### src/common/lsd_map.svh
// constants for the segment lcd driver core: timing, commands, resets
`ifndef LSD_MAP_SVH
`define LSD_MAP_SVH
// system clock and nominal internal oscillator rate
`define LSD_SYS_CLK_HZ 100000000
`define LSD_OSC_HZ 32768
// system clocks per oscillator tick, rounded to nearest
`define LSD_OSC_DIV ((`LSD_SYS_CLK_HZ + `LSD_OSC_HZ / 2) / `LSD_OSC_HZ)
// frame rates and multiplex depth
`define LSD_FRAME_SLOW_HZ 80
`define LSD_FRAME_FAST_HZ 160
`define LSD_PHASES 4
// oscillator ticks per backplane phase, rounded down
`define LSD_PHASE_SLOW (`LSD_OSC_HZ / (`LSD_FRAME_SLOW_HZ * `LSD_PHASES))
`define LSD_PHASE_FAST (`LSD_OSC_HZ / (`LSD_FRAME_FAST_HZ * `LSD_PHASES))
// blink counter bits that mark the off half (ratios 16384/32768/65536)
`define LSD_BLINK_BIT_2HZ 13
`define LSD_BLINK_BIT_1HZ 14
`define LSD_BLINK_BIT_HALF 15
// panel geometry
`define LSD_NUM_ELEC 44
`define LSD_NUM_BP 4
`define LSD_RAM_WORDS 22
`define LSD_PTR_LAST 5'h15
// command byte masks and match values
`define LSD_CMD_MODE_MASK 8'he2
`define LSD_CMD_MODE_VAL 8'h80
`define LSD_CMD_BLINK_MASK 8'hfc
`define LSD_CMD_BLINK_VAL 8'hc0
`define LSD_CMD_PTR_MASK 8'he0
`define LSD_CMD_PTR_VAL 8'h00
`define LSD_CMD_LVL_MASK 8'hc0
`define LSD_CMD_LVL_VAL 8'h40
// mode-set field positions
`define LSD_MODE_F 4
`define LSD_MODE_S 3
`define LSD_MODE_E 2
`define LSD_MODE_BIAS 0
// level-command field positions
`define LSD_LVL_DE 5
`define LSD_LVL_VE 4
// reset values
`define LSD_RST_LEVEL_CODE 4'h0
`define LSD_RST_BLINK 2'h0
`define LSD_RST_PTR 5'h00
`endif

### src/common/lsd_pkg.sv
// types shared by the segment lcd driver core
package lsd_pkg;
    // electrode level: vss, lower tap, upper tap, supply
    // with half bias both inner taps stand for the midpoint; low is used
    typedef enum logic [1:0] {
        LSD_LVL_VSS,
        LSD_LVL_LOW,
        LSD_LVL_HIGH,
        LSD_LVL_VDD
    } lsd_level_e;
    // byte stream state after the slave address
    typedef enum logic [1:0] {
        LSD_WR_IDLE,
        LSD_WR_DATA,
        LSD_WR_SKIP
    } lsd_wr_state_e;
    // configuration held by the core
    typedef struct packed {
        logic frame_fast;
        logic osc_en;
        logic disp_en;
        logic bias_select;
        logic [1:0] blink_rate_code;
        logic [3:0] drive_level_code;
        logic level_adjust_en;
        logic supply_detect_en;
    } lsd_cfg_s;
    // timing strobes from the time base
    typedef struct packed {
        logic [1:0] phase;
        logic invert;
        logic frame_start;
        logic blink_off;
    } lsd_tick_s;
endpackage

### src/core/lsd_core.sv
// segment lcd driver core: command decode, display ram, panel drive
`timescale 1ns/10ps
`include "lsd_map.svh"
// Functional notes
// - reset drives all backplanes and electrodes high
// - reset selects four-way multiplex, one-third bias
// - reset stops oscillator, bias generator, display
// - reset enables level adjust, disables detect switch
// - reset selects 80 Hz frame, blink off
// - 44x4 display memory, one means segment on
// - memory column n drives backplane n
// - low nibble electrode 2n, high nibble 2n+1
// - display bytes travel most significant bit first
// - all timing from internal oscillator, starts stopped
// - half bias bypasses centre divider element
// - electrodes from phase and latched memory bits
// - four backplanes follow mode and phase
// - pointer command starts single or sequential loading
// - whole-display blink, dividers 16384, 32768, 65536
// - frame rate 80 or 160 Hz by mode bit
// - four-bit drive level, zero is full supply
// - mode-set byte layout; oscillator off forces display off
// - blink byte layout with two-bit rate code
// - pointer byte layout, wraps after 15h to 00h
// - pointer steps only after each data acknowledge
module lsd_core (
    input wire logic clk_sys_in,
    input wire logic resetn_in,
    input wire logic wr_valid_in,
    input wire logic wr_first_in,
    input wire logic [7:0] wr_byte_in,
    input wire logic rd_ack_in,
    output logic [7:0] rd_byte_out,
    output logic [4:0] pointer_out,
    output lsd_pkg::lsd_cfg_s cfg_out,
    output logic bias_gen_on_out,
    output logic divider_center_bypass_out,
    output lsd_pkg::lsd_level_e [43:0] panel_electrode_drive_out,
    output lsd_pkg::lsd_level_e [3:0] backplane_drive_out
);
    // turn a level round for the inverted frame
    function automatic lsd_pkg::lsd_level_e flip_level(
        input lsd_pkg::lsd_level_e lvl,
        input logic inv
    );
        flip_level = inv ? lsd_pkg::lsd_level_e'(2'h3 - 2'(lvl)) : lvl;
    endfunction

    // electrode level for one segment in the current frame
    function automatic lsd_pkg::lsd_level_e seg_level(
        input logic seg_on,
        input logic inv,
        input logic half
    );
        lsd_pkg::lsd_level_e base;
        base = lsd_pkg::LSD_LVL_HIGH;
        if (seg_on) begin
            base = lsd_pkg::LSD_LVL_VSS;
        end else if (half) begin
            base = lsd_pkg::LSD_LVL_VDD;
        end
        seg_level = flip_level(base, inv);
    endfunction

    // backplane level for a selected or idle common
    function automatic lsd_pkg::lsd_level_e bp_level(
        input logic sel,
        input logic inv,
        input logic half
    );
        if (sel) begin
            bp_level = flip_level(lsd_pkg::LSD_LVL_VDD, inv);
        end else if (half) begin
            // midpoint in both polarities
            bp_level = lsd_pkg::LSD_LVL_LOW;
        end else begin
            bp_level = flip_level(lsd_pkg::LSD_LVL_LOW, inv);
        end
    endfunction

    // configuration and stream state
    lsd_pkg::lsd_cfg_s cfg_reg;
    lsd_pkg::lsd_cfg_s cfg_next;
    lsd_pkg::lsd_wr_state_e wr_state_reg;
    lsd_pkg::lsd_wr_state_e wr_state_next;
    logic [4:0] ptr_reg;
    logic [4:0] ptr_next;
    // display ram and the copy shown on the panel
    logic [7:0] ram_reg [`LSD_RAM_WORDS];
    logic [7:0] latch_reg [`LSD_RAM_WORDS];
    logic [7:0] rd_byte_reg;
    lsd_pkg::lsd_level_e [43:0] elec_reg;
    lsd_pkg::lsd_level_e [43:0] elec_next;
    lsd_pkg::lsd_level_e [3:0] bp_reg;
    lsd_pkg::lsd_level_e [3:0] bp_next;
    // strobes from the time base, all in this one clock domain
    lsd_pkg::lsd_tick_s tick;

    // byte classification
    wire is_mode = (wr_byte_in & `LSD_CMD_MODE_MASK) == `LSD_CMD_MODE_VAL;
    wire is_blink = (wr_byte_in & `LSD_CMD_BLINK_MASK) == `LSD_CMD_BLINK_VAL;
    wire is_lvl = (wr_byte_in & `LSD_CMD_LVL_MASK) == `LSD_CMD_LVL_VAL;
    // addresses past the last word are an undefined command and ignored
    wire is_ptr = ((wr_byte_in & `LSD_CMD_PTR_MASK) == `LSD_CMD_PTR_VAL)
        && (wr_byte_in[4:0] <= `LSD_PTR_LAST);
    // a byte right after the slave address is always a command
    wire cmd_take = wr_valid_in && wr_first_in;
    // data bytes count only after a valid pointer command
    wire data_take = wr_valid_in && !wr_first_in
        && (wr_state_reg == lsd_pkg::LSD_WR_DATA);
    // the pointer moves once per acknowledged data byte
    wire ptr_step = data_take || rd_ack_in;
    wire [4:0] ptr_inc = (ptr_reg == `LSD_PTR_LAST) ? 5'h00
        : ptr_reg + 5'h01;
    // display shows only with oscillator and display both on
    wire disp_live = cfg_reg.osc_en && cfg_reg.disp_en;

    // command decode; unknown bytes change nothing but the stream state
    always_comb begin
        cfg_next = cfg_reg;
        ptr_next = ptr_step ? ptr_inc : ptr_reg;
        wr_state_next = wr_state_reg;
        if (cmd_take) begin
            // a command other than a pointer command as first byte makes later bytes ignored
            wr_state_next = lsd_pkg::LSD_WR_SKIP;
            if (is_ptr) begin
                ptr_next = wr_byte_in[4:0];
                wr_state_next = lsd_pkg::LSD_WR_DATA;
            end else if (is_mode) begin
                cfg_next.frame_fast = wr_byte_in[`LSD_MODE_F];
                cfg_next.osc_en = wr_byte_in[`LSD_MODE_S];
                // oscillator off always turns the display off
                cfg_next.disp_en = wr_byte_in[`LSD_MODE_S]
                    && wr_byte_in[`LSD_MODE_E];
                // a one in the bias bit selects half bias
                cfg_next.bias_select = wr_byte_in[`LSD_MODE_BIAS];
            end else if (is_blink) begin
                cfg_next.blink_rate_code = wr_byte_in[1:0];
            end else if (is_lvl) begin
                cfg_next.level_adjust_en = wr_byte_in[`LSD_LVL_DE];
                cfg_next.supply_detect_en = wr_byte_in[`LSD_LVL_VE];
                cfg_next.drive_level_code = wr_byte_in[3:0];
            end
        end
    end

    // configuration, pointer and stream state
    always_ff @(posedge clk_sys_in or negedge resetn_in) begin
        if (!resetn_in) begin
            cfg_reg.frame_fast <= 1'b0;
            cfg_reg.osc_en <= 1'b0;
            cfg_reg.disp_en <= 1'b0;
            cfg_reg.bias_select <= 1'b0;
            cfg_reg.blink_rate_code <= `LSD_RST_BLINK;
            cfg_reg.drive_level_code <= `LSD_RST_LEVEL_CODE;
            cfg_reg.level_adjust_en <= 1'b1;
            cfg_reg.supply_detect_en <= 1'b0;
            ptr_reg <= `LSD_RST_PTR;
            wr_state_reg <= lsd_pkg::LSD_WR_IDLE;
        end else begin
            cfg_reg <= cfg_next;
            ptr_reg <= ptr_next;
            wr_state_reg <= wr_state_next;
        end
    end

    // ram write and read-back; ram has no reset, content is undefined
    // at power-up so software must load it before enabling the display
    always_ff @(posedge clk_sys_in) begin
        if (data_take) begin
            // bit 7 first on the wire lands in bit 7 here
            ram_reg[ptr_reg] <= wr_byte_in;
        end
    end

    // read-back follows the next pointer, so an acked byte is
    // replaced by the following word one cycle after the ack
    always_ff @(posedge clk_sys_in or negedge resetn_in) begin
        if (!resetn_in) begin
            rd_byte_reg <= 8'h00;
        end else begin
            rd_byte_reg <= ram_reg[ptr_next];
        end
    end

    // latch copies ram at each frame start so a frame never tears;
    // while dark it tracks ram so enabling shows fresh data
    always_ff @(posedge clk_sys_in) begin
        if (tick.frame_start || !disp_live) begin
            latch_reg <= ram_reg;
        end
    end

    // time base: oscillator emulation, multiplex phase, blink count
    // everything on the panel side steps from its strobes
    lsd_timebase u_timebase (
        .clk_sys_in(clk_sys_in),
        .resetn_in(resetn_in),
        .osc_en_in(cfg_reg.osc_en),
        .frame_fast_in(cfg_reg.frame_fast),
        .blink_rate_code_in(cfg_reg.blink_rate_code),
        .tick_out(tick)
    );

    // per-electrode waveform
    genvar e;
    generate
        for (e = 0; e < `LSD_NUM_ELEC; e++) begin : g_elec
            // word e/2; even electrode low nibble, odd high
            wire [3:0] nib = latch_reg[e / 2][(e % 2) * 4 +: 4];
            // nibble bit n belongs to backplane n
            wire seg_on = nib[tick.phase] && !tick.blink_off;
            assign elec_next[e] = disp_live
                ? seg_level(seg_on, tick.invert, cfg_reg.bias_select)
                : lsd_pkg::LSD_LVL_VDD;
        end
    endgenerate

    // per-backplane waveform
    genvar b;
    generate
        for (b = 0; b < `LSD_NUM_BP; b++) begin : g_bp
            wire sel = tick.phase == 2'(b);
            assign bp_next[b] = disp_live
                ? bp_level(sel, tick.invert, cfg_reg.bias_select)
                : lsd_pkg::LSD_LVL_VDD;
        end
    endgenerate

    // registered drive levels
    // a cycle of latency keeps the pins free of decode glitches
    always_ff @(posedge clk_sys_in or negedge resetn_in) begin
        if (!resetn_in) begin
            elec_reg <= {`LSD_NUM_ELEC{lsd_pkg::LSD_LVL_VDD}};
            bp_reg <= {`LSD_NUM_BP{lsd_pkg::LSD_LVL_VDD}};
        end else begin
            elec_reg <= elec_next;
            bp_reg <= bp_next;
        end
    end

    // outputs
    assign rd_byte_out = rd_byte_reg;
    assign pointer_out = ptr_reg;
    // configuration leaves as one struct for status read-out
    assign cfg_out = cfg_reg;
    // bias generator runs with the oscillator
    assign bias_gen_on_out = cfg_reg.osc_en;
    // centre element out for half bias
    assign divider_center_bypass_out = cfg_reg.bias_select;
    assign panel_electrode_drive_out = elec_reg;
    assign backplane_drive_out = bp_reg;

    // checks
    // each property samples on the system clock and idles in reset
    dark_high_a: assert property (@(posedge clk_sys_in)
        disable iff (!resetn_in)
        !disp_live |=> (elec_reg == {`LSD_NUM_ELEC{lsd_pkg::LSD_LVL_VDD}})
            && (bp_reg == {`LSD_NUM_BP{lsd_pkg::LSD_LVL_VDD}}))
        else $error("outputs not at supply while dark");
    ptr_wrap_a: assert property (@(posedge clk_sys_in)
        disable iff (!resetn_in)
        data_take && ptr_reg == `LSD_PTR_LAST |=> ptr_reg == 5'h00)
        else $error("pointer did not wrap to zero");
    ptr_step_a: assert property (@(posedge clk_sys_in)
        disable iff (!resetn_in)
        ptr_step && !cmd_take && ptr_reg < `LSD_PTR_LAST
            |=> ptr_reg == $past(ptr_reg) + 5'h01)
        else $error("pointer did not step by one");
    ram_store_a: assert property (@(posedge clk_sys_in)
        disable iff (!resetn_in)
        data_take |=> ram_reg[$past(ptr_reg)] == $past(wr_byte_in))
        else $error("data byte not stored");
    mode_set_a: assert property (@(posedge clk_sys_in)
        disable iff (!resetn_in)
        cmd_take && is_mode && !is_ptr
            |=> cfg_reg.bias_select == $past(wr_byte_in[0])
            && divider_center_bypass_out == $past(wr_byte_in[0]))
        else $error("mode set not applied");
    osc_gate_a: assert property (@(posedge clk_sys_in)
        disable iff (!resetn_in)
        !cfg_reg.osc_en |-> !cfg_reg.disp_en && !bias_gen_on_out)
        else $error("display on without oscillator");
    blink_set_a: assert property (@(posedge clk_sys_in)
        disable iff (!resetn_in)
        cmd_take && is_blink
            |=> cfg_reg.blink_rate_code == $past(wr_byte_in[1:0]))
        else $error("blink code not applied");
    blank_a: assert property (@(posedge clk_sys_in)
        disable iff (!resetn_in)
        disp_live && tick.blink_off |=> elec_reg == {`LSD_NUM_ELEC{
            seg_level(1'b0, $past(tick.invert), $past(cfg_reg.bias_select))}})
        else $error("electrodes not blanked in blink off half");
    skip_a: assert property (@(posedge clk_sys_in)
        disable iff (!resetn_in)
        cmd_take && !is_ptr |=> wr_state_reg == lsd_pkg::LSD_WR_SKIP)
        else $error("bytes after a command not ignored");
    // pointer command opens a data run at the given word
    ptr_load_a: assert property (@(posedge clk_sys_in)
        disable iff (!resetn_in)
        cmd_take && is_ptr |=> ptr_reg == $past(wr_byte_in[4:0])
            && wr_state_reg == lsd_pkg::LSD_WR_DATA)
        else $error("pointer command not loaded");
    // data with no pointer command must leave the pointer alone
    data_drop_a: assert property (@(posedge clk_sys_in)
        disable iff (!resetn_in)
        wr_valid_in && !wr_first_in && !rd_ack_in
            && wr_state_reg != lsd_pkg::LSD_WR_DATA |=> $stable(ptr_reg))
        else $error("data byte taken without a pointer command");
    // after an ack the read byte already shows the new word
    rd_follow_a: assert property (@(posedge clk_sys_in)
        disable iff (!resetn_in)
        rd_ack_in && !wr_valid_in |=> rd_byte_reg == ram_reg[ptr_reg])
        else $error("read byte does not follow pointer");
    // command fields land one cycle after the byte
    lvl_set_a: assert property (@(posedge clk_sys_in)
        disable iff (!resetn_in)
        cmd_take && is_lvl
            |=> cfg_reg.drive_level_code == $past(wr_byte_in[3:0]))
        else $error("drive level code not applied");
    frame_set_a: assert property (@(posedge clk_sys_in)
        disable iff (!resetn_in)
        cmd_take && is_mode
            |=> cfg_reg.frame_fast == $past(wr_byte_in[`LSD_MODE_F])
            && cfg_reg.osc_en == $past(wr_byte_in[`LSD_MODE_S]))
        else $error("frame rate or oscillator bit not applied");
    // selected backplane sits on a rail whose side follows the frame
    bp_select_a: assert property (@(posedge clk_sys_in)
        disable iff (!resetn_in)
        disp_live |=> bp_reg[$past(tick.phase)]
            == flip_level(lsd_pkg::LSD_LVL_VDD, $past(tick.invert)))
        else $error("selected backplane not on its rail");
    // top word, odd electrode: bits 7..4 by backplane
    seg_map_a: assert property (@(posedge clk_sys_in)
        disable iff (!resetn_in)
        disp_live && !tick.blink_off |=> elec_reg[43] == seg_level(
            $past(latch_reg[`LSD_RAM_WORDS - 1][4 + tick.phase]),
            $past(tick.invert), $past(cfg_reg.bias_select)))
        else $error("top electrode not taken from high nibble");
endmodule

### src/core/lsd_timebase.sv
// oscillator emulation, multiplex phase and blink timing
`timescale 1ns/10ps
`include "lsd_map.svh"
module lsd_timebase (
    input wire logic clk_sys_in,
    input wire logic resetn_in,
    input wire logic osc_en_in,
    input wire logic frame_fast_in,
    input wire logic [1:0] blink_rate_code_in,
    output lsd_pkg::lsd_tick_s tick_out
);
    localparam logic [11:0] DIV_LAST = 12'(`LSD_OSC_DIV - 1);
    localparam logic [6:0] SLOW_LAST = 7'(`LSD_PHASE_SLOW - 1);
    localparam logic [6:0] FAST_LAST = 7'(`LSD_PHASE_FAST - 1);
    logic [11:0] div_reg;   // system clocks within one oscillator tick
    logic [6:0] slot_reg;   // oscillator ticks within one phase
    logic [1:0] phase_reg;  // active backplane
    logic inv_reg;          // frame polarity, flips every frame
    logic [15:0] blink_reg; // free count of oscillator ticks
    wire osc_tick = osc_en_in && (div_reg == DIV_LAST);
    // phase length follows the frame-rate bit
    wire [6:0] slot_last = frame_fast_in ? FAST_LAST : SLOW_LAST;
    wire slot_wrap = osc_tick && (slot_reg == slot_last);
    wire frame_wrap = slot_wrap && (phase_reg == 2'(`LSD_PHASES - 1));
    // a stopped oscillator freezes every count
    always_ff @(posedge clk_sys_in or negedge resetn_in) begin
        if (!resetn_in) begin
            div_reg <= 12'h000;
            slot_reg <= 7'h00;
            phase_reg <= 2'h0;
            inv_reg <= 1'b0;
            blink_reg <= 16'h0000;
        end else if (osc_en_in) begin
            div_reg <= osc_tick ? 12'h000 : div_reg + 12'h001;
            if (osc_tick) begin
                slot_reg <= slot_wrap ? 7'h00 : slot_reg + 7'h01;
                blink_reg <= blink_reg + 16'h0001;
            end
            if (slot_wrap) begin
                phase_reg <= phase_reg + 2'h1;
            end
            if (frame_wrap) begin
                inv_reg <= !inv_reg;
            end
        end
    end
    // off half of the blink period by mode
    logic blink_off;
    always_comb begin
        unique case (blink_rate_code_in)
            2'h0: blink_off = 1'b0;
            2'h1: blink_off = blink_reg[`LSD_BLINK_BIT_2HZ];
            2'h2: blink_off = blink_reg[`LSD_BLINK_BIT_1HZ];
            2'h3: blink_off = blink_reg[`LSD_BLINK_BIT_HALF];
        endcase
    end
    assign tick_out.phase = phase_reg;
    assign tick_out.invert = inv_reg;
    assign tick_out.frame_start = frame_wrap;
    assign tick_out.blink_off = blink_off;

    osc_stop_a: assert property (@(posedge clk_sys_in)
        disable iff (!resetn_in)
        !osc_en_in |=> $stable(phase_reg) && $stable(blink_reg))
        else $error("phase moved while oscillator stopped");
    phase_step_a: assert property (@(posedge clk_sys_in)
        disable iff (!resetn_in)
        slot_wrap |=> phase_reg == $past(phase_reg) + 2'h1)
        else $error("backplane phase did not advance");
endmodule

### config.mk
export PLATFORM = sky130hd
export DESIGN_NAME = lsd_core
export DESIGN_NICKNAME = d
export VERILOG_FILES = /design/src/common/lsd_pkg.sv /design/src/core/lsd_core.sv /design/src/core/lsd_timebase.sv
export VERILOG_INCLUDE_DIRS = /design/src /design/src/common
export SDC_FILE = /design/constraint.sdc
export NUM_CORES = 1
export LEC_CHECK = 0
export BUFFER_PORTS_ARGS = -buffer_cell sky130_fd_sc_hd__buf_2
export CAP_MARGIN = 10
export CORE_UTILIZATION = 40
export CTS_CLUSTER_SIZE = 24
export DETAILED_ROUTE_END_ITERATION = 16
export MAX_ROUTING_LAYER = met4
export PLACE_DENSITY_LB_ADDON = 0.08
export SETUP_SLACK_MARGIN = 0.05
export SLEW_MARGIN = 5
export SYNTH_ARGS = -nofsm -noshare
export SYNTH_HDL_FRONTEND = slang
export SYNTH_HIERARCHICAL = 1
export SYNTH_SLANG_ARGS = --single-unit
### constraint.sdc
create_clock -name clk_sys_in -period 8.6 [get_ports clk_sys_in]
set_input_delay 1.72 -clock clk_sys_in [delete_from_list [all_inputs] [get_ports clk_sys_in]]
set_output_delay 1.72 -clock clk_sys_in [all_outputs]
set_load 0.03 [all_outputs]
After elaboration in Yosys (flattened, before gate mapping). Index checks and enable logic that the tools add are counted.

Input bits: 13. Output and inout bits: 123. Word-level logic and storage cells: 496. Bits in registers: 513.

Magnitude comparators: 5. Reduce and logical (&&, ||, !) cells: 69. Muxes and demuxes: 247. Add/subtract/negate cells: 49. Eq/ne operators: 13. Bitwise operators: 5.

Operator list (number): two-way mux 2 bit (144); bitwise mux 176 bit (1); binary-select mux 1 bit (select 2 bit) (44); subtractor 2 bit, first input constant (44); logical AND 1 bit (54); two-way mux 1 bit (45); binary-select mux 8 bit (select 5 bit) (1); demux 8 bit (select 5 bit) (1); two-way mux 8 bit (3); two-way mux 5 bit (4); adder 16 x 1 -> 16 bit, second input constant (1); two-way mux 7 bit (2); adder 12 x 1 -> 12 bit, second input constant (1); equality test 12 bit, second input constant (1); greater-or-equal comparator 6 bit, second input constant (2); two-way mux 12 bit (1); NOT 5 -> 6 bit (2); equality test 2 x 1 -> 1 bit, second input constant (4); equality test 2 bit, second input constant (4); logical NOT 8 bit (1); adder 7 x 1 -> 7 bit, second input constant (1); equality test 7 bit (1); equality test 6 bit, second input constant (1); < comparator 6 x 1 -> 1 bit, second input constant (1); other kinds (15) (24).

Longest topological paths before layout.
Word-level depth: 11. Gate-level depth with buffers: 14. Depth with buffers taken out: 10.

Modules after synthesis. Netlist, hierarchy kept.

Modules (own cells, without submodules): lsd_core (area an instance 18640.4 um^2, times used 1, cells each 1066, sequential area each 13769.5 um^2); lsd_timebase (area an instance 1905.6 um^2, times used 1, cells each 183, sequential area each 950.9 um^2).

Least setup slack after synthesis. No wires, ideal clock.

Kind: reg-to-reg. Start: register cfg_reg, in the netlist bias_gen_on_out. End: register latch_reg, in the netlist g_elec[0].nib[0], enable pin. Data required time: 8.032 ns. Cell stages (with the launch flop): 7. Period minus slack after synthesis: 6.486 ns. Buffers on the path: 2. Path slack: 2.114 ns. Library setup time: 0.568 ns. Arrival time: 5.918 ns. Cells stage by stage: dfrtp_1 > clkbuf_1 > nand2_1 > nor4b_4 > and4b_1 > buf_4 > nand2b_1.

Cells in the longest elaborated chain, start to end: 4. Elaborated cells between the ends (all ways): 6.

RTL lines: from (decl) (RTL line lsd_core.sv:82) `lsd_pkg::lsd_cfg_s cfg_reg;`; from (signal assigned) (RTL line lsd_core.sv:161) `cfg_reg <= cfg_next;`; logical AND 1 bit (RTL line lsd_timebase.sv:20) `wire osc_tick = osc_en_in && (div_reg == DIV_LAST);`; logical AND 1 bit (RTL line lsd_timebase.sv:23) `wire slot_wrap = osc_tick && (slot_reg == slot_last);`; logical AND 1 bit (RTL line lsd_timebase.sv:24) `` wire frame_wrap = slot_wrap && (phase_reg == 2'(`LSD_PHASES - 1)); ``; via u_timebase.frame_wrap (RTL line lsd_timebase.sv:24); logical OR 1 bit (RTL line lsd_core.sv:189) `if (tick.frame_start || !disp_live) begin`; to (signal assigned) (RTL line lsd_core.sv:190) `latch_reg <= ram_reg;`; to (decl) (RTL line lsd_core.sv:90) `` logic [7:0] latch_reg [`LSD_RAM_WORDS]; ``.

The timed path passes the listed nets, and every way through them passes these cells. A chain may end at the register's enable or synchronous reset.

Worst setup path in the final report.
Start: input wr_byte_in[5]. End: register rd_byte_reg[6], in the netlist rd_byte_out[6].

Cells in the longest elaborated chain, start to end: 8.

RTL lines: from (decl) (RTL line lsd_core.sv:31) `input wire logic [7:0] wr_byte_in,`; logical NOT 8 bit (no source line); logical AND 1 bit (RTL line lsd_core.sv:104) `` wire is_ptr = ((wr_byte_in & `LSD_CMD_PTR_MASK) == `LSD_CMD_PTR_VAL) ``; two-way mux 5 bit (RTL line lsd_core.sv:126) `if (is_ptr) begin`; two-way mux 5 bit (RTL line lsd_core.sv:123) `if (cmd_take) begin`; NOT 5 -> 6 bit (not written as such) (RTL line lsd_core.sv:182) `rd_byte_reg <= ram_reg[ptr_next];`; binary-select mux 8 bit (select 5 bit) (RTL line lsd_core.sv:182); two-way mux 8 bit (not written as such) (2 in series) (RTL line lsd_core.sv:182); to (signal assigned) (RTL line lsd_core.sv:182); to (decl) (RTL line lsd_core.sv:91) `logic [7:0] rd_byte_reg;`.

Every way passes these cells. The select of a mux whose other input is x is not followed.

==> metrics.md <==
| Metric | Value |
|---|---|
| Syn_nets | `1270` |
| Layout cells sized above 1 | `29.2%` |
| Critical setup path kind | `in -> reg` |
| First-pass GRT wire length | `roughly 76000 um` |
| Startpoint Class | `input port` |
| DRC | `0` |
| Initial DRC count | `952` |
| Slew Limit Fails | `0` |
| Status | `finished clean` |
| Layout net count | `between 1000 and 1500` |
| Die area | `0.0523 mm2` |
| Critical Path End Type | `flop` |
| Syn-to-layout area delta | `15.3%` |
| Most common cell after layout, fill and taps aside | `edfxtp_1` |
| Num CTS Buffers | `54` |
| Worst-case clock skew | `22.3 ps` |
| Critical-path cell list | `buf_2, or2_1, a211o_1, a31o_1, clkinv_2, buf_4, mux2i_1, mux2i_1, mux2_2, a211o_1` |
| Setup tns final | `0 ps` |
| Slew HR | `28.5%` |
| Final min period | `4990 ps` |
| GRT Overall Usage | `20.4%` |
| Pre-antenna DRT Iters | `5` |
| CTS sink count | `513` |
| Avg Cell Area, Syn | `16.4 um2` |
| Final core utilization | `between 40% and 50%` |
| Grt total ovfl | `0` |
| Placed Instances | `2000` |
| Initial Util | `between 40% and 50%` |
| Via count | `11100` |
| Total number of H-tree levels | `2` |
| Clock-pin slew on the worst setup and hold paths | `about 60 ps` |
| Post-CTS setup buffer count | `0` |
| Critical path fanouts, max | `61` |
| Die H | `229 um` |
| Cell variety after synth | `75` |
| Max stage delay cell, worst path | `a31o_1` |
| Hold Buf Count CTS | `0` |
| CP Data Arrival Time | `5470 ps` |
| Vias in the first global route | `roughly 11000` |
| ANT nets after route | `0` |
| CTS tree | `done` |
| Largest net degree at the start of global routing | `85` |
| Hold Path Class | `reg -> reg` |
| Post-CTS sizing | `0` |
| Post-Syn Area | `between 0.02 and 0.025 mm2` |
| Num rows | `82` |
| Wire per inst | `24.1 um` |
| Final number of hold-violating endpoints | `0` |
| Primary FF master, synth | `edfxtp_1` |
| IO Pins | `around 140` |
| Worst EP required | `between 9000 and 10000 ps` |
| Synth Warn # | `6` |
| Power Dens Cells | `260 mW/mm2` |
| Post-Route WL | `50700 um` |
| Worst-margin pin slew | `between 1000 and 1500 ps` |
| Core ar. | `0.0504 mm2` |
| Sequential fraction of the synthesis area | `71.6%` |
| Latest clock arrival within the worst-skew pair | `about 610 ps` |
| EDFF count, synth | `352` |
| Number of buffers added on ports | `135` |
| Most frequent cells in the layout | `edfxtp_1 (352), buf_2 (134), dfstp_2 (97)` |
| VDD IR max | `145 uV` |
| Max-cap violations | `0` |
| Post-DR vias/cell | `5.27` |
| Placer Congestion | `0.851` |
| #FFs+latches synth | `approximately 510` |
| Clock buffer depth | `3` |
| Clk root buf | `clkbuf_16` |
| Asr flop ratio synth | `31.4%` |
| Die Span X | `229 um` |
| Crit-path max cell delay | `710 ps` |
| Final Instance Count excl. Fillers | `2102` |
| Antenna violations before repair | `0` |
| Period utilization | `~58%` |
| Maximum clock rate | `around 0.2 GHz` |
| Pleak | `8.75 nW` |
| RSZ-0062 raised after global routing | `false` |
| Antenna diodes | `0` |
| DP HPWL | `~34000 um` |
| Post-Syn Instances | `1249` |
| Final setup viols | `0` |
==> cell usage after synthesis (7+ instances only) <==
cell | instances | area (um2)
mux2_1 | 7 | 78.8
a21o_1 | 45 | 338
mux2i_1 | 59 | 591
mux2_2 | 14 | 158
edfxtp_1 | 352 | 10600
o21ai_0 | 20 | 100
nand3_1 | 38 | 190
dfstp_2 | 97 | 2550
clkbuf_1 | 38 | 143
dfrtp_1 | 64 | 1600
nand2b_1 | 89 | 557
mux4_2 | 51 | 1150
xnor2_1 | 23 | 201
o22a_1 | 7 | 61.3
buf_6 | 8 | 90.1
nand2_1 | 85 | 319
nor2_1 | 41 | 154
buf_2 | 9 | 45.0
nand4_1 | 22 | 138
ha_1 | 8 | 100
o2111ai_1 | 9 | 78.8
buf_4 | 9 | 67.6
xor2_1 | 48 | 420
inv_1 | 7 | 26.3
==> worst paths after layout <==
path | startpoint | endpoint | slack [ps] | depth (start not counted)
max | wr_byte_in[5] | rd_byte_out[6] | 3610 | 10
min | ram_reg[29] | g_elec[37].nib[1] | 440 | 0
min reg2reg | ram_reg[29] | g_elec[37].nib[1] | 440 | 0
min in group asynchronous | resetn_in | u_timebase/blink_reg[6] | 1190 | 1
max reg2reg | pointer_out[1] | rd_byte_out[6] | 4560 | 11
max in group asynchronous | resetn_in | pointer_out[2] | 5880 | 2
==> critical path: cells and delay by family <==
family,cells,cell delay (ps)
compound gates,3,1290
simple gates,1,320
mux,3,640
buf+inv,3,1440
==> report_power, final <==
part | total (W) | internal (W) | switching, W | leakage [nW]
Clock | 0.00239 | 0.00143 | 0.000961 | 0.896
Sequential | 0.00285 | 0.00275 | 0.0000947 | 5.29
Combinational | 0.000926 | 0.000310 | 0.000616 | 2.56
Total | 0.00616 | 0.00449 | 0.00167 | 8.75
==> kinds of logic (layout without fill, tap and decap cells) <==
kind of cell               after synthesis  count (layout)  synth area share (%)
DFF                                    513             513                  71.6
xor gates and xnor gates                71              71                  3.03
adders and majority gates                8               8                 0.487
buffers and inverters                   79             260                  1.95
muxes                                  131             131                  9.62
and+or+nand+nor                        323             323                  8.48
AOI/OAI and AO/OA                      124             124                  4.79
==> routing by layer <==
metal  track usage (%)  vias up  wire length, um
li1                  -     4959                -
met1              30.3     5695            24800
met2              27.8      344            21600
met3              4.53       76             3310
met4              5.75        0             1090
met5                 -        -                0
==> final cells by class <==
class / count / area, um2
inverters: 9 / 35.0
repair buffers: 149 / 787
fillers: 4406 / 26700
flip-flops and latches: 513 / 14700
well taps: 672 / 841
multi-input cells: 657 / 5460
clock buffers: 71 / 1490
clock inverters: 31 / 344
==> stage by stage <==
step	setup slack (ps)	total power [W]	cell area (um2)	hold WS (ps)
global route	3320	0.00639	23700	450
detailed placement	2960	0.00382	21800	429
CTS	3620	0.00622	23700	444
finish	3610	0.00616	23700	443
floorplan	2110	0.00354	20500	419
global placement	3090	0.00382	21800	430
Power figures use the tool's default switching activity.
